[src/slr_regs.svh]
/*
  register offsets, field positions, reset values and counts for the
  serial link status and phy pll configuration block.
  assumes inclusion by bare name from any design file.
*/
`ifndef SLR_REGS_SVH
`define SLR_REGS_SVH
// device register offsets
`define SLR_OFS_STATUS 12'h107
`define SLR_OFS_DIVISOR 12'h108
`define SLR_OFS_MULT 12'h109
`define SLR_OFS_RATE 12'h10a
// link_status bit positions
`define SLR_ST_OVERRUN 7
`define SLR_ST_LINK_UP 6
`define SLR_ST_SYNC 5
`define SLR_ST_REALIGN 4
`define SLR_ST_CONSIST 3
`define SLR_ST_LOCK 2
// reset values
`define SLR_RST_DIVISOR 8'h30
`define SLR_RST_MULT 8'h14
`define SLR_RST_RATE 8'h00
// multiplier codes and their factors in quarters
`define SLR_MULT_C4 8'h10
`define SLR_MULT_C5 8'h14
`define SLR_MULT_C8Q 8'h21
`define SLR_MULT_C10 8'h28
`define SLR_MQ_4 8'h10
`define SLR_MQ_5 8'h14
`define SLR_MQ_8Q 8'h21
`define SLR_MQ_10 8'h28
// line rate factors in halves
`define SLR_LR_X4 4'h8
`define SLR_LR_X2 4'h4
`define SLR_LR_X1 4'h2
`define SLR_LR_XH 4'h1
// multiframe length in cycles, sysref burst
`define SLR_MF_LEN 8'h20
`define SLR_SYSREF_PULSES 3'h7
`define SLR_SYSREF_GAP 8'h40
// host registers on the ahb-lite side
`define SLR_HOF_CTRL 8'h00
`define SLR_HOF_CMD 8'h04
`define SLR_HOF_RESULT 8'h08
`define SLR_CTRL_LINK_EN 0
`define SLR_CTRL_BURST_EN 1
`define SLR_CMD_WR 20
`define SLR_RES_BUSY 8
`define SLR_RES_REFUSED 9
`endif
[src/slr_pkg.sv]
/*
  types shared by both ends of the link.
  assumes nothing of its surroundings.
*/
package slr_pkg;
  typedef logic [7:0] slr_byte_t;
  typedef logic [11:0] slr_addr_t;
  typedef enum logic [1:0] {
    SLR_IDLE = 2'b00,
    SLR_WAIT = 2'b01,
    SLR_DONE = 2'b11
  } slr_xfer_state_t;
endpackage

[src/slr_link_if.sv]
/*
  register port and link signals between the controller and the device.
  assumes both ends share clk_i; the testbench instantiates it.
*/
`timescale 1ns/1ns
interface slr_link_if;
  logic req;
  logic wr;
  slr_pkg::slr_addr_t addr;
  slr_pkg::slr_byte_t wdata;
  slr_pkg::slr_byte_t rdata;
  logic ack;
  logic sysref;
  logic link_en;
  logic sync_n;
  modport dev (
    input req, wr, addr, wdata, sysref, link_en,
    output rdata, ack, sync_n
  );
  modport host (
    output req, wr, addr, wdata, sysref, link_en,
    input rdata, ack, sync_n
  );
endinterface

[src/slr_device_end.sv]
/*
  device end: link status register, phy pll reference divider, pll
  multiplier and line rate registers, sysref phase check.
  assumes the controller keeps req high until it sees ack, and that all
  user-side inputs are synchronous to clk_i.
*/
// Added by the designer: the link register port.
// Contract
// - overrun flag sets on buffer error, write-one clears
// - link-up bit reads buffer released, read-only
// - sync bit reads zero while sync asserted
// - realign flag sets on sysref realign, write-one clears
// - consistent bit shows last sysref matched phase
// - consistent bit cannot be cleared by software
// - controller sends up to seven sysref pulses
// - realign and consistent undefined in subclass zero
// - lock bit high only when all plls locked
// - reference clock is sample clock over divisor
// - divisor only legal values two to forty-eight
// - multiplier code selects four, five, 8.25, ten
// - change multiplier only while link disabled
// - rate code selects four, two, one, half
`timescale 1ns/1ns
`include "slr_regs.svh"
module slr_device_end (
  // clock and reset
  input wire logic clk_i,
  input wire logic rst_n_i,
  input wire logic ce_i,
  // link side
  slr_link_if.dev link,
  // receiver state
  input wire logic overrun_event_i,
  input wire logic buffer_released_i,
  input wire logic sync_request_i,
  input wire logic serdes_locked_i,
  input wire logic subclass1_i,
  // phy pll configuration
  output logic pll_reference_tick_o,
  output logic [7:0] pll_mult_quarters_o,
  output logic [3:0] line_rate_halves_o,
  output logic multiframe_boundary_o
);
  logic elastic_overrun_flag;
  logic realign_flag;
  logic sysref_consistent;
  logic link_up;
  logic sync_line_level;
  logic pll_locked;
  logic [5:0] phy_ref_divisor;
  slr_pkg::slr_byte_t phy_pll_multiplier;
  logic [1:0] line_rate_code;
  slr_pkg::slr_byte_t rdata;
  logic ack;
  logic sysref_d;
  logic ref_tick;
  slr_pkg::slr_byte_t mult_q;
  logic [3:0] rate_h;
  logic mf_tick;

  logic next_elastic_overrun_flag;
  logic next_realign_flag;
  logic next_sysref_consistent;
  logic [5:0] next_phy_ref_divisor;
  slr_pkg::slr_byte_t next_phy_pll_multiplier;
  logic [1:0] next_line_rate_code;
  slr_pkg::slr_byte_t next_rdata;
  logic next_ack;
  slr_pkg::slr_byte_t next_mult_q;
  logic [3:0] next_rate_h;

  logic access;
  logic wr_status;
  logic sysref_edge;
  logic realign;
  logic [5:0] ref_count;
  logic [7:0] mf_count;
  logic ref_wrap;
  logic mf_wrap;
  slr_pkg::slr_byte_t status_word;

  assign access = link.req & ~ack;
  assign wr_status = access & link.wr & (link.addr == `SLR_OFS_STATUS);
  assign sysref_edge = link.sysref & ~sysref_d;
  assign realign = sysref_edge & ((ref_count != '0) | (mf_count != '0));

  // reference divider and multiframe counter, both phased by sysref
  slr_phase_div #(.W(6)) u_ref_div (
    .clk_i(clk_i),
    .rst_n_i(rst_n_i),
    .ce_i(ce_i),
    .clear_i(realign),
    .modulus_i(phy_ref_divisor),
    .count_o(ref_count),
    .wrap_o(ref_wrap)
  );

  slr_phase_div #(.W(8)) u_mf_div (
    .clk_i(clk_i),
    .rst_n_i(rst_n_i),
    .ce_i(ce_i),
    .clear_i(realign),
    .modulus_i(`SLR_MF_LEN),
    .count_o(mf_count),
    .wrap_o(mf_wrap)
  );

  always_comb begin
    status_word = 8'h00;
    status_word[`SLR_ST_OVERRUN] = elastic_overrun_flag;
    status_word[`SLR_ST_LINK_UP] = link_up;
    status_word[`SLR_ST_SYNC] = sync_line_level;
    status_word[`SLR_ST_REALIGN] = realign_flag;
    status_word[`SLR_ST_CONSIST] = sysref_consistent;
    status_word[`SLR_ST_LOCK] = pll_locked;
  end

  // status flags; a set in the same cycle as a clear wins
  always_comb begin
    next_elastic_overrun_flag = overrun_event_i |
      (elastic_overrun_flag & ~(wr_status & link.wdata[`SLR_ST_OVERRUN]));
    next_realign_flag = realign_flag & ~(wr_status & link.wdata[`SLR_ST_REALIGN]);
    next_sysref_consistent = sysref_consistent;
    if (realign) begin
      next_realign_flag = 1'b1;
    end
    if (sysref_edge) begin
      next_sysref_consistent = ~realign;
    end
    if (!link.link_en || !subclass1_i) begin
      next_sysref_consistent = 1'b0;
    end
    if (!subclass1_i) begin
      next_realign_flag = 1'b0;
    end
  end

  always_ff @(posedge clk_i or negedge rst_n_i) begin
    if (!rst_n_i) begin
      elastic_overrun_flag <= 1'b0;
      realign_flag <= 1'b0;
      sysref_consistent <= 1'b0;
      link_up <= 1'b0;
      sync_line_level <= 1'b1;
      pll_locked <= 1'b0;
      sysref_d <= 1'b0;
    end else if (ce_i) begin
      elastic_overrun_flag <= next_elastic_overrun_flag;
      realign_flag <= next_realign_flag;
      sysref_consistent <= next_sysref_consistent;
      link_up <= buffer_released_i;
      sync_line_level <= ~sync_request_i;
      pll_locked <= serdes_locked_i;
      sysref_d <= link.sysref;
    end
  end

  // configuration registers and register port
  always_comb begin
    next_phy_ref_divisor = phy_ref_divisor;
    next_phy_pll_multiplier = phy_pll_multiplier;
    next_line_rate_code = line_rate_code;
    next_ack = access;
    next_rdata = rdata;
    if (access && link.wr) begin
      case (link.addr)
        `SLR_OFS_DIVISOR: next_phy_ref_divisor = link.wdata[5:0];
        `SLR_OFS_MULT: next_phy_pll_multiplier = link.wdata;
        `SLR_OFS_RATE: next_line_rate_code = link.wdata[1:0];
        default: next_rdata = rdata;
      endcase
    end else if (access) begin
      case (link.addr)
        `SLR_OFS_STATUS: next_rdata = status_word;
        `SLR_OFS_DIVISOR: next_rdata = {2'b00, phy_ref_divisor};
        `SLR_OFS_MULT: next_rdata = phy_pll_multiplier;
        `SLR_OFS_RATE: next_rdata = {6'h00, line_rate_code};
        default: next_rdata = 8'h00;
      endcase
    end
  end

  // factor decode for the pll and line rate
  always_comb begin
    case (phy_pll_multiplier)
      `SLR_MULT_C4: next_mult_q = `SLR_MQ_4;
      `SLR_MULT_C5: next_mult_q = `SLR_MQ_5;
      `SLR_MULT_C8Q: next_mult_q = `SLR_MQ_8Q;
      `SLR_MULT_C10: next_mult_q = `SLR_MQ_10;
      default: next_mult_q = 8'h00;
    endcase
    case (line_rate_code)
      2'b00: next_rate_h = `SLR_LR_X4;
      2'b01: next_rate_h = `SLR_LR_X2;
      2'b10: next_rate_h = `SLR_LR_X1;
      default: next_rate_h = `SLR_LR_XH;
    endcase
  end

  always_ff @(posedge clk_i or negedge rst_n_i) begin
    if (!rst_n_i) begin
      phy_ref_divisor <= 6'(`SLR_RST_DIVISOR);
      phy_pll_multiplier <= `SLR_RST_MULT;
      line_rate_code <= 2'(`SLR_RST_RATE);
      ack <= 1'b0;
      rdata <= 8'h00;
      mult_q <= `SLR_MQ_5;
      rate_h <= `SLR_LR_X4;
      ref_tick <= 1'b0;
      mf_tick <= 1'b0;
    end else if (ce_i) begin
      phy_ref_divisor <= next_phy_ref_divisor;
      phy_pll_multiplier <= next_phy_pll_multiplier;
      line_rate_code <= next_line_rate_code;
      ack <= next_ack;
      rdata <= next_rdata;
      mult_q <= next_mult_q;
      rate_h <= next_rate_h;
      ref_tick <= ref_wrap;
      mf_tick <= mf_wrap;
    end
  end

  assign link.ack = ack;
  assign link.rdata = rdata;
  assign link.sync_n = sync_line_level;
  assign pll_reference_tick_o = ref_tick;
  assign pll_mult_quarters_o = mult_q;
  assign line_rate_halves_o = rate_h;
  assign multiframe_boundary_o = mf_tick;
endmodule

[src/slr_phase_div.sv]
/*
  free running modulo counter with phase clear; wrap pulses at count modulus-1.
  assumes a modulus of at least 2 and synchronous inputs.
*/
`timescale 1ns/1ns
module slr_phase_div #(
  parameter int W = 8
) (
  // clock and reset
  input wire logic clk_i,
  input wire logic rst_n_i,
  input wire logic ce_i,
  // control
  input wire logic clear_i,
  input wire logic [W-1:0] modulus_i,
  // status
  output logic [W-1:0] count_o,
  output logic wrap_o
);
  logic [W-1:0] count;
  logic [W-1:0] next_count;

  assign wrap_o = ce_i & ~clear_i & (count == W'(modulus_i - W'(1)));
  assign count_o = count;

  always_comb begin
    next_count = count;
    if (clear_i) begin
      // the clearing cycle itself counts as phase zero
      next_count = (modulus_i > W'(1)) ? W'(1) : '0;
    end else if (wrap_o || count >= modulus_i) begin
      next_count = '0;
    end else begin
      next_count = W'(count + W'(1));
    end
  end

  always_ff @(posedge clk_i or negedge rst_n_i) begin
    if (!rst_n_i) begin
      count <= '0;
    end else if (ce_i) begin
      count <= next_count;
    end
  end
endmodule

[src/flat_wrapper.sv]
// flat-port wrapper written by rule: the top's interface ports become plain ports
module slr_device_end_flat 
  (clk_i, rst_n_i, ce_i, overrun_event_i, buffer_released_i, sync_request_i, serdes_locked_i, subclass1_i, pll_reference_tick_o, pll_mult_quarters_o, line_rate_halves_o, multiframe_boundary_o, link_req, link_wr, link_addr, link_wdata, link_sysref, link_link_en, link_rdata, link_ack, link_sync_n);
  slr_link_if link_i ();
  input wire logic clk_i;
  input wire logic rst_n_i;
  input wire logic ce_i;
  input wire logic overrun_event_i;
  input wire logic buffer_released_i;
  input wire logic sync_request_i;
  input wire logic serdes_locked_i;
  input wire logic subclass1_i;
  output logic pll_reference_tick_o;
  output logic [7:0] pll_mult_quarters_o;
  output logic [3:0] line_rate_halves_o;
  output logic multiframe_boundary_o;
  input wire logic [$bits(link_i.req)-1:0] link_req;
  input wire logic [$bits(link_i.wr)-1:0] link_wr;
  input wire logic [$bits(link_i.addr)-1:0] link_addr;
  input wire logic [$bits(link_i.wdata)-1:0] link_wdata;
  input wire logic [$bits(link_i.sysref)-1:0] link_sysref;
  input wire logic [$bits(link_i.link_en)-1:0] link_link_en;
  output wire logic [$bits(link_i.rdata)-1:0] link_rdata;
  output wire logic [$bits(link_i.ack)-1:0] link_ack;
  output wire logic [$bits(link_i.sync_n)-1:0] link_sync_n;
  assign link_i.req = link_req;
  assign link_i.wr = link_wr;
  assign link_i.addr = link_addr;
  assign link_i.wdata = link_wdata;
  assign link_i.sysref = link_sysref;
  assign link_i.link_en = link_link_en;
  assign link_rdata = link_i.rdata;
  assign link_ack = link_i.ack;
  assign link_sync_n = link_i.sync_n;
  slr_device_end u_core (.clk_i(clk_i), .rst_n_i(rst_n_i), .ce_i(ce_i), .link(link_i), .overrun_event_i(overrun_event_i), .buffer_released_i(buffer_released_i), .sync_request_i(sync_request_i), .serdes_locked_i(serdes_locked_i), .subclass1_i(subclass1_i), .pll_reference_tick_o(pll_reference_tick_o), .pll_mult_quarters_o(pll_mult_quarters_o), .line_rate_halves_o(line_rate_halves_o), .multiframe_boundary_o(multiframe_boundary_o));
endmodule
[config.mk]
export PLATFORM = sky130hd
export DESIGN_NAME = slr_device_end_flat
export DESIGN_NICKNAME = d
export VERILOG_FILES = /design/src/slr_pkg.sv /design/src/slr_link_if.sv /design/src/slr_device_end.sv /design/src/slr_phase_div.sv /design/src/flat_wrapper.sv
export VERILOG_INCLUDE_DIRS = /design/src
export SDC_FILE = /design/constraint.sdc
export NUM_CORES = 1
export LEC_CHECK = 0
export CAP_MARGIN = 5
export CORE_MARGIN = 2
export CORE_UTILIZATION = 33
export CTS_BUF_LIST = sky130_fd_sc_hd__clkbuf_2 sky130_fd_sc_hd__clkbuf_4 sky130_fd_sc_hd__clkbuf_8
export DETAILED_ROUTE_END_ITERATION = 6
export DONT_BUFFER_PORTS = 1
export GPL_ROUTABILITY_DRIVEN = 0
export PLACE_DENSITY_LB_ADDON = 0.1
export SLEW_MARGIN = 20
export SYNTH_ARGS = -nofsm -noshare
export SYNTH_HDL_FRONTEND = slang
export SYNTH_SLANG_ARGS = --single-unit
[constraint.sdc]
create_clock -name clk_i -period 2.7 [get_ports clk_i]
set_input_delay 0.405 -clock clk_i [delete_from_list [all_inputs] [get_ports clk_i]]
set_output_delay 0.405 -clock clk_i [all_outputs]
set_load 0.01 [all_outputs]
# Yosys cells after proc, flatten, opt, wreduce, memory -nomap -nowiden
# Index checks and enable logic that the tools add are counted.
# totals
register_bits	60
out_inout_bits	24
inputBits	32
word_cells	84
# op_classes
n_addsub	3
bitwise_logic	21
reduce_logical	15
n_eq_ne	12
mux	12
order_cmp	3
# op_table
op	count
$eq 12x9->1 const B	4
$pmux 8 s4	1
$eq 8x5->1 const B	3
$pmux 6 s4	1
$eq 8x6->1 const B	2
$mux 8	2
$and 1x1->1	12
$mux 6	2
$pmux 4 s3	1
$reduce_and 3->1	4
$add 8x1->8 const B	1
$ge 8x6->1 const B	1
$reduce_bool 8->1	1
$not 1->1	7
$add 6x1->6 const B	1
$eq 6x6->1	1
$ge 6x6->1	1
$gt 6x1->1 const B	1
$reduce_bool 6->1	1
$sub 6x1->6 const B	1
$mux 1	5
$logic_or 1x1->1	3
$eq 2x1->1 const B	1
$eq 2x2->1 const B	1
6 further kinds	8

# Depth between registers and ports, before layout
# Gate-level depths: netlist (run 1).
# depth
ltp_word	9
ltp_mapped	9
ltp_nobuf	8

# By module
# A second synthesis (run 1) with hierarchy kept.
# unflattened
hier_cells	364
hier_area_um2	3661.0
# modules_own_cells
module	seq_area_each_um2	cells_per_inst	area_per_inst_um2	n_inst
slr_device_end	1086.0	174	2038.2	1
slr_phase_div (u_core.u_mf_div)	200.2	114	944.7	1
slr_phase_div (u_core.u_ref_div)	150.1	76	678.2	1

# Worst setup path after synthesis (run 1)
# No wires, ideal clock.
# synth_path
path_type	register to register
start	register u_core.u_ref_div.count[1] (netlist: u_core.u_ref_div.count_o[1])
end	register u_core.u_ref_div.count[4] (netlist: u_core.u_ref_div.count_o[4])
slack_ns	0.645
stages_incl_launch_ff	9
setup_time_ns	0.077
path_buffers	1
arrival_time_ns	1.978
t_required_ns	2.623
synth_period_minus_slack_ns	2.055
cell_sequence	dfrtp_1 inv_1 ha_1 or3b_2 o41ai_4 and4b_1 buf_6 a31oi_1 o21ai_1
# synth_between
elab_chain_cells	9
word_cells_on_any_way	12
cone_classes	1 x add/sub; 1 x order compare; 1 x eq/ne; 2 x mux; 5 x bitwise; 2 x reduce/logical
# synth_lines
element	line	text
start: declaration	slr_phase_div.sv:20	logic [W-1:0] count;
start signal: assignment	slr_phase_div.sv:42	count <= next_count;
$reduce_bool 6->1	slr_device_end.sv:85	assign realign = sysref_edge & ((ref_count != '0) | (mf_count != '0));
$or 1x1->1	slr_device_end.sv:85	
$and 1x1->1	slr_device_end.sv:85	
$not 1->1	slr_phase_div.sv:23	assign wrap_o = ce_i & ~clear_i & (count == W'(modulus_i - W'(1)));
$and 1x1->1 (2 in series)	slr_phase_div.sv:23	
$logic_or 1x1->1	slr_phase_div.sv:31	end else if (wrap_o || count >= modulus_i) begin
$mux 6	slr_phase_div.sv:31	
$mux 6 *	slr_phase_div.sv:28	if (clear_i) begin
# Mark *: on every way between the ends. The rest lies on a longest branch, timed or not.
# A chain may end at the register's enable or synchronous reset.

# Worst setup path after layout (run 1)
# layout_path
start	register u_core.u_ref_div.count[0] (netlist: u_core.u_ref_div.count_o[0])
end	register u_core.u_ref_div.count[5] (netlist: u_core.u_ref_div.count_o[5])
# Same word-level chain as after synthesis.

==> reports/summary.txt, run 1 <==
count leader, synth - dfrtp_1
largest net degree at the start of global routing - 58
Final Hold Fails - 0
P_leak - 1.474 nW
CP Class - reg2reg
CTS tree - done
FP Rows - 34
Post-synth top cells - 49 x dfrtp_1, 29 x nand2_1, 28 x o21ai_0
power density over the cells - 678.4 mW/mm^2
min cycle time layout - 2196 ps
Yosys Warn Count - 0
critical path launch point type - register
antenna-violating nets left - 0
Worst Path Required - 2970 ps
synthesis-stage register bit count - 57
DIE WIDTH - 99.73 um
port bufs - 0
Post-Layout Inst Area - 0.003403 mm^2
Setup Viol. Count Final - 0
status - completed
n_diodes - 0
Die H - 99.73 um
vias per cell - 5.250
antenna violations before repair - 0
largest area contributor in the netlist - dfrtp_1
RSZ-0062 raised after global routing - false
DRT Pass-1 Iters - 5
crit share post-route - 0.8134
Most used DFF post-synth - dfrtp_1
Avg Cell Area, Syn - 9.851 um^2
CORE AREA - 0.008806 mm^2
io pins - 56
max-slew violations - 0
Hold WC Path Type - in2reg
Syn-to-layout area delta - 12.54%
top cell type's share of synthesized area - 0.4055
maximum clock rate - 455.3 MHz
arrival time of the worst setup path - 2470 ps
H-tree Lvls - 3
Detailed Route WL - 7.470 mm
Clk Latency, worst-skew pair - 350 ps
Netlist cell types - 51
largest fanout on the critical path - 8
setup TNS - 0 ps
Post-synth EDFFs - 0
register area share after synthesis - 0.4750
Num Clock Sinks - 57
share of cells above drive strength 1 - 0.1719
Cells after Synth - 307
die area - 0.009946 mm^2
drt drc - 0
first-pass GRT wire length - 12.22 mm
Initial Utilization - 0.3434
total gr overflow - 0
placed wire-length estimate - 5.290 mm
Final Net Count - 359
number of global-route vias before repair - 2247
Post-Syn Area - 0.003024 mm^2
root buffer cell - clkbuf_8
Num CTS Buffers - 9
Worst setup EP type - register
PnR worst setup slack - 503.7 ps
Post-synth ARST share - 1.000
DR iter-0 viols - 101
pre-CTS WS - 507.3 ps
DR vias - 2247
Overall Global Routing Usage - 0.1591
ranking of synthesized cells by area - dfrtp_1 41%, dfstp_2 7.0%, mux2_2 6.0%
clock tree buffer depth - 2
placed cell area - 0.003139 mm^2
maximum capacitance violations - 0
Final Skew - 19.59 ps
Peak VDD IR - 269.0 uV
routed length per placed instance - 17.45 um
CTS clock-pin slew for the worst setup and hold paths - 80 ps
flip-flops by register name (all words and copies together) (netlist names), 2 cells and up:
signal,count
u_core.pll_mult_quarters_o,5
u_core.link.rdata,8
u_core.u_ref_div.count_o,6
u_core.phy_ref_divisor,6
u_core.phy_pll_multiplier,8
u_core.line_rate_halves_o,4
u_core.line_rate_code,2
u_core.u_mf_div.count_o,8
layout by cell type, fill, tap and decap left out, types with 2 or more instances in the layout:
| master | count |
|---|---|
| dfstp_2 | 8 |
| nand4_1 | 7 |
| o21ai_0 | 28 |
| o21ai_1 | 2 |
| o22ai_1 | 4 |
| a222oi_1 | 4 |
| nand3_1 | 12 |
| and3_1 | 5 |
| nor3_1 | 10 |
| xor2_1 | 3 |
| inv_1 | 26 |
| nor2_1 | 14 |
| nand3b_1 | 3 |
| nor2b_1 | 8 |
| xnor2_1 | 4 |
| buf_4 | 5 |
| nand4b_1 | 2 |
| nand2b_1 | 2 |
| a22oi_1 | 2 |
| conb_1 | 3 |
| a31oi_1 | 5 |
| o31ai_1 | 4 |
| clkinv_4 | 3 |
| nand2_1 | 29 |
| a21oi_1 | 9 |
| bufinv_16 | 2 |
| o2bb2ai_1 | 2 |
| mux2i_1 | 2 |
| o211ai_1 | 2 |
| ha_1 | 12 |
| clkbuf_8 | 9 |
| dfrtp_1 | 49 |
| mux2_2 | 16 |
| or3_1 | 2 |
| nor4_1 | 2 |
power by group:
part           total, mW  switching, mW  internal, mW
Clock              0.925          0.397         0.527
Combinational      0.352          0.191         0.162
Sequential          1.03          0.108         0.923
Total               2.31          0.696          1.61
stage by stage:
stage	utilization	power, mW	hold WS (ps)	std cells
after floorplan	-	1.302	109.4	309
after global placement	0.3565	1.373	110.7	410
after detailed placement	0.3565	1.373	110.6	410
after CTS	0.3865	2.330	97.84	428
after global routing	0.3865	2.438	99.94	428
final	0.3865	2.309	110.9	428
path summary, 6_finish.rpt:
check	from	to	slack [ps]	cells after the start
worst max-delay path	u_core.u_ref_div.count_o[0]	u_core.u_ref_div.count_o[5]	500	7
worst min-delay path	sync_request_i	u_core.link.sync_n	110	1
worst max register to register	u_core.u_ref_div.count_o[0]	u_core.u_ref_div.count_o[5]	500	7
worst min register to register	u_core.phy_pll_multiplier[2]	u_core.pll_mult_quarters_o[2]	480	2
max in group asynchronous	rst_n_i	u_core.phy_pll_multiplier[2]	1790	2
min in group asynchronous	rst_n_i	u_core.line_rate_halves_o[0]	580	2
final cells by class:
type | count | area [um^2]
Clock buffer | 9 | 123.9
Clock inverter | 7 | 102.6
Fill cell | 877 | 5403
Inverter | 26 | 97.59
Multi-Input combinational cell | 214 | 1433
Sequential cell | 57 | 1436
Tap cell | 108 | 135.1
Timing Repair Buffer | 7 | 75.07
metal layers:
metal	up-vias	wire length [um]	share of wire	GRT usage
met1	1069	3649	0.49	0.2185
met4	0	70	0.0094	0.05058
met3	8	418	0.056	0.05060
met5	-	0	0	0
li1	1106	-	-	-
met2	64	3332	0.45	0.2391
cell families after synthesis:
kind of cell,Yosys count,synth area share
muxes,18,0.06620
buffers and inverters,38,0.05378
xor gates and xnor gates,7,0.02027
adders and majority gates,12,0.04965
AOI/OAI and AO/OA,67,0.1448
other,1,0.001240
DFF,57,0.4750
and+or+nand+nor,107,0.1891
worst max-delay path: stages (launching register included):
cell,delay (ps)
dfrtp_1,390
inv_1,140
ha_1,160
or3b_2,490
o41ai_4,230
and4b_1,430
a31oi_1,140
o21ai_1,140
repair_timing:
| item | in CTS | in global routing |
|---|---|---|
| hold buffers | 2 | 0 |
| setup buffers | 0 | 0 |
| hold endpoints to repair | 57 | 0 |
| resized for setup | 0 | 0 |
Note: power is estimated with default switching activity, not from simulation.
==> inputs of run 2 (changes only) <==
clock period = 2.2 ns   (was 2.7 ns; I/O delays follow)
==> run 2 against run 1 <==
Effect of this change:
- count of clock-buffer cells in the layout grew 4
- worst hold slack lost 70 ps
- largest power group unchanged
- via count grew 1.9%
- design area grew 1.2%
==> reports/summary.txt, run 2 (synthesized netlist as in run 1, its figures left out) <==
Clk Latency, worst-skew pair - 330 ps (was 350 ps)
n_diodes - 0 (unchanged)
FP Rows - 34 (unchanged)
Worst Reg-to-Reg Cells - 9 (was 7)
P_leak - 1.515 nW (was 1.474 nW)
hold slack - 40.89 ps (was 110.9 ps)
CORE AREA - 0.008806 mm^2 (unchanged)
Hold WC Path Type - in2reg (unchanged)
critical path launch point type - register (unchanged)
crit share post-route - 0.9350 (was 0.8134)
Worst Path Required - 2460 ps (was 2970 ps)
maximum capacitance violations - 0 (unchanged)
min cycle time layout - 2057 ps (was 2196 ps)
register area - 0.001436 mm^2 (unchanged)
Hold Startpoint - sync_request_i (unchanged)
Post-Layout Inst Area - 0.003445 mm^2 (was 0.003403 mm^2)
Num Clock Sinks - 57 (unchanged)
total gr overflow - 0 (unchanged)
Final Skew - 15.05 ps (was 19.59 ps)
pre-CTS WS - 139.5 ps (was 507.3 ps)
Die H - 99.73 um (unchanged)
maximum clock rate - 486.1 MHz (was 455.3 MHz)
Worst setup EP type - register (unchanged)
setup TNS - 0 ps (unchanged)
Peak VDD IR - 325.4 uV (was 269.0 uV)
number of global-route vias before repair - 2327 (was 2247)
Final Non-Filler Cells - 436 (was 428)
commonest non-fill, non-tap cell in the layout - dfrtp_1 (unchanged)
post-layout util - 0.3912 (was 0.3865)
routed length per placed instance - 17.06 um (was 17.45 um)
first-pass GRT wire length - 12.37 mm (was 12.22 mm)
largest fanout on the critical path - 5 (was 8)
vias per cell - 5.250 (unchanged)
Initial Utilization - 0.3434 (unchanged)
Final Net Count - 367 (was 359)
DR vias - 2289 (was 2247)
RSZ-0062 raised after global routing - false (unchanged)
placed cell area - 0.003184 mm^2 (was 0.003139 mm^2)
io pins - 56 (unchanged)
DR iter-0 viols - 115 (was 101)
share of cells above drive strength 1 - 0.1951 (was 0.1719)
setup slack, reg-to-reg - 140 ps (was 500 ps)
FILL cells - 888 (was 877)
largest net degree at the start of global routing - 58 (unchanged)
placed insts - 416 (was 410)
hold depth - 1 (unchanged)
RR Endpoint - u_core.u_mf_div.count_o[5] (was u_core.u_ref_div.count_o[5])
PnR worst setup slack - 142.9 ps (was 503.7 ps)
CTS tree - done (unchanged)
CP Class - reg2reg (unchanged)
arrival time of the worst setup path - 2310 ps (was 2470 ps)
root buffer cell - clkbuf_8 (unchanged)
Final Power - 2.782 mW (was 2.309 mW)
CTS clock-pin slew for the worst setup and hold paths - 70 ps (was 80 ps)
die area - 0.009946 mm^2 (unchanged)
area of the multi-input gates - 0.001434 mm^2 (was 0.001433 mm^2)
status - completed (unchanged)
antenna-violating nets left - 0 (unchanged)
DRT Pass-1 Iters - 4 (was 5)
most frequent cells in the layout - 49 x dfrtp_1, 29 x nand2_1, 26 x inv_1, 26 x o21ai_0, 16 x mux2_2 (was 49 x dfrtp_1, 29 x nand2_1, 28 x o21ai_0)
placed wire-length estimate - 5.371 mm (was 5.290 mm)
drt drc - 0 (unchanged)
Overall Global Routing Usage - 0.1606 (was 0.1591)
clock tree buffer depth - 2 (unchanged)
max-slew violations - 0 (unchanged)
port bufs - 0 (unchanged)
H-tree Lvls - 3 (unchanged)
power density over the cells - 807.6 mW/mm^2 (was 678.4 mW/mm^2)
DIE WIDTH - 99.73 um (unchanged)
reg2reg start - u_core.u_mf_div.count_o[0] (was u_core.u_ref_div.count_o[0])
Setup Viol. Count Final - 0 (unchanged)
Worst Hold Endpoint - u_core.link.sync_n (unchanged)
Detailed Route WL - 7.437 mm (was 7.470 mm)
Syn-to-layout area delta - 13.90% (was 12.54%)
Num CTS Buffers - 9 (unchanged)
Final Hold Fails - 0 (unchanged)
antenna violations before repair - 0 (unchanged)
## run 2: what timing repair did
item,in CTS,in global routing
setup endpoints to repair,0,5
resized for setup,0,3
hold buffers,2,0
hold endpoints to repair,57,0
setup buffers,0,2
## run 2: how the worst max path moves through the flow
stage                                       end                   startpoint  depth (start not counted)
floorplan           u_core.u_ref_div.count_o[4]  u_core.u_ref_div.count_o[1]                          8
global placement    u_core.u_ref_div.count_o[4]  u_core.u_ref_div.count_o[0]                          7
detailed placement  u_core.u_ref_div.count_o[4]  u_core.u_ref_div.count_o[0]                          7
CTS                 u_core.u_ref_div.count_o[5]   u_core.u_mf_div.count_o[0]                          7
global route         u_core.u_mf_div.count_o[5]   u_core.u_mf_div.count_o[1]                          9
finish               u_core.u_mf_div.count_o[5]   u_core.u_mf_div.count_o[0]                          9
## run 2: cell type report
cell class	count	share of cell area
Timing Repair Buffer	15	0.03923
Clock buffer	13	0.04831
Inverter	26	0.02833
Tap cell	108	0.03923
Sequential cell	57	0.4170
Clock inverter	3	0.01162
Multi-Input combinational cell	214	0.4163
## run 2: power breakdown
group          internal (mW)  switching, mW  total [mW]
Sequential              1.13         0.0874        1.22
Clock                  0.607          0.415        1.02
Combinational          0.250          0.288       0.538
Total                   1.99          0.790        2.78
## run 2: critical path, stage by stage (launching register included)
cell and delay, ps:
dfrtp_1 410, inv_1 90, ha_1 150, or2b_2 330, o41ai_4 350, buf_4 190, nand3_1 100, nor2_1 160
nand4_1 110, o21ai_0 90
## run 2: per-layer routing
layer  up-vias  track usage  share of wire
met2        61       0.2531           0.46
li1       1126            -              -
met3         6      0.04708          0.059
met5         -            0              0
met1      1096       0.2144           0.47
met4         0      0.04742          0.010
==> inputs of run 3 (changes only) <==
CTS_BUF_LIST = not set   (was sky130_fd_sc_hd__clkbuf_2 sky130_fd_sc_hd__clkbuf_4 sky130_fd_sc_hd__clkbuf_8)
==> run 3 against run 2 <==
Effect of this change:
- worst setup slack better by 8.7 ps
- routed wire length down 0.28%
- power down 1.1%
==> reports/summary.txt, run 3 (synthesized netlist as in run 1, its figures left out) <==
Top Layer Used - met4 (unchanged)
max-slew violations - 0 (unchanged)
metal3 WL - 370 um (was 441 um)
largest fanout on the critical path - 5 (unchanged)
placed wire-length estimate - 5.371 mm (unchanged)
most frequent cells in the layout - 49 x dfrtp_1, 29 x nand2_1, 26 x inv_1, 26 x o21ai_0, 16 x mux2_2 (unchanged)
Peak VDD IR - 322.5 uV (was 325.4 uV)
largest net degree at the start of global routing - 58 (unchanged)
DR vias - 2290 (was 2289)
Syn-to-layout area delta - 13.65% (was 13.90%)
critical path launch point type - register (unchanged)
min cycle time layout - 2048 ps (was 2057 ps)
antenna violations before repair - 0 (unchanged)
Setup Viol. Count Final - 0 (unchanged)
RR Endpoint - u_core.u_mf_div.count_o[5] (unchanged)
met1 WL - 3.590 mm (was 3.522 mm)
Overall Global Routing Usage - 0.1605 (was 0.1606)
Num Clock Sinks - 57 (unchanged)
Hold WC Path Type - in2reg (unchanged)
Hold Startpoint - sync_request_i (unchanged)
routed length per placed instance - 17.01 um (was 17.06 um)
arrival time of the worst setup path - 2300 ps (was 2310 ps)
H-tree Lvls - 3 (unchanged)
n_diodes - 0 (unchanged)
switching part of the total - 0.2854 (was 0.2840)
die area - 0.009946 mm^2 (unchanged)
setup slack, reg-to-reg - 150 ps (was 140 ps)
Reg power frac - 0.444 (was 0.439)
FP Rows - 34 (unchanged)
vias per cell - 5.252 (was 5.250)
status - completed (unchanged)
power density over the cells - 800.8 mW/mm^2 (was 807.6 mW/mm^2)
Psw - 0.7854 mW (was 0.7901 mW)
drt drc - 0 (unchanged)
CORE AREA - 0.008806 mm^2 (unchanged)
P_leak - 1.508 nW (was 1.515 nW)
RSZ-0062 raised after global routing - false (unchanged)
setup TNS - 0 ps (unchanged)
maximum clock rate - 488.2 MHz (was 486.1 MHz)
hold depth - 1 (unchanged)
port bufs - 0 (unchanged)
maximum capacitance violations - 0 (unchanged)
Internal - 1.967 mW (was 1.992 mW)
commonest non-fill, non-tap cell in the layout - dfrtp_1 (unchanged)
Worst Path Required - 2450 ps (was 2460 ps)
DIE WIDTH - 99.73 um (unchanged)
clock tree buffer depth - 2 (unchanged)
met2 wire length - 3.379 mm (was 3.398 mm)
io pins - 56 (unchanged)
combinational group share of total power - 0.195 (was 0.193)
Worst Reg-to-Reg Cells - 9 (unchanged)
antenna-violating nets left - 0 (unchanged)
total gr overflow - 0 (unchanged)
Die H - 99.73 um (unchanged)
root buffer cell - clkbuf_8 (unchanged)
CTS clock-pin slew for the worst setup and hold paths - 70 ps (about the same)
hold slack - 45.46 ps (was 40.89 ps)
Worst Hold Endpoint - u_core.link.sync_n (unchanged)
Initial Utilization - 0.3434 (unchanged)
CTS tree - done (unchanged)
DRT Pass-1 Iters - 4 (unchanged)
crit share post-route - 0.9311 (was 0.9350)
Clk Latency, worst-skew pair - 330 ps (about the same)
reg2reg start - u_core.u_mf_div.count_o[0] (unchanged)
DR iter-0 viols - 118 (was 115)
share of cells above drive strength 1 - 0.1890 (was 0.1951)
Worst setup EP type - register (unchanged)
Final Skew - 15.12 ps (was 15.05 ps)
Detailed Route WL - 7.416 mm (was 7.437 mm)
Final Net Count - 367 (unchanged)
clock network fraction of total power - 0.361 (was 0.367)
CP Class - reg2reg (unchanged)
number of global-route vias before repair - 2315 (was 2327)
Num CTS Buffers - 9 (unchanged)
Final Hold Fails - 0 (unchanged)
first-pass GRT wire length - 12.36 mm (was 12.37 mm)
-- run 3: worst max-delay path by stage --
stage                                            from                           to  slack [ps]  cells past startpoint
after floorplan           u_core.u_ref_div.count_o[1]  u_core.u_ref_div.count_o[4]         140                      8
after global placement    u_core.u_ref_div.count_o[0]  u_core.u_ref_div.count_o[4]         140                      7
after detailed placement  u_core.u_ref_div.count_o[0]  u_core.u_ref_div.count_o[4]         140                      7
after CTS                  u_core.u_mf_div.count_o[0]  u_core.u_ref_div.count_o[5]         100                      7
after global routing       u_core.u_mf_div.count_o[1]   u_core.u_mf_div.count_o[5]           9                      9
final                      u_core.u_mf_div.count_o[0]   u_core.u_mf_div.count_o[5]         150                      9
-- run 3: through the flow --
stage,instance area (um^2),setup WS [ps],total power [mW],util,instances
after floorplan,3032,145.0,1.598,-,309
after global placement,3184,139.9,1.741,0.3616,416
after detailed placement,3184,139.5,1.746,0.3616,416
after CTS,3421,98.55,2.785,0.3885,434
after global routing,3437,9.229,2.946,0.3903,436
final,3437,151.7,2.752,0.3903,436
-- run 3: power groups by stage --
stage          sequential, mW  combinational (mW)  clock (mW)
2_1_floorplan            1.24               0.357           0
3_5_place_dp             1.24               0.506           0
6_report                 1.22               0.538       0.994
5_1_grt                  1.24               0.623        1.09
4_1_cts                  1.22               0.538        1.03
3_3_place_gp             1.24               0.498           0
-- run 3: critical path, stage by stage, from the launching register on --
cell and delay, ps:
dfrtp_1 410, inv_1 90, ha_1 140, or2b_2 330, o41ai_4 350, buf_4 190, nand3_1 100, nor2_1 160
nand4_1 110, o21ai_0 90
-- run 3: cell type report --
type                    count  area [um^2]
clock buffers              13        158.9
clock inverters             3        40.04
fillers                   885         5369
inverters                  26        97.59
multi-input cells         214         1434
flip-flops and latches     57         1436
well taps                 108        135.1
repair buffers             15        135.1
-- run 3: repair_timing --
item,CTS,global route
buffers inserted,0,2
endpoints found under the setup margin,0,5
resized for setup,0,3
hold endpoints to repair,57,0
hold buffers,2,0
-- run 3: routing by layer --
layer | vias up | track usage
met5 | - | 0
met4 | 0 | 0.04742
met3 | 6 | 0.04708
met2 | 53 | 0.2531
met1 | 1107 | 0.2140
li1 | 1124 | -
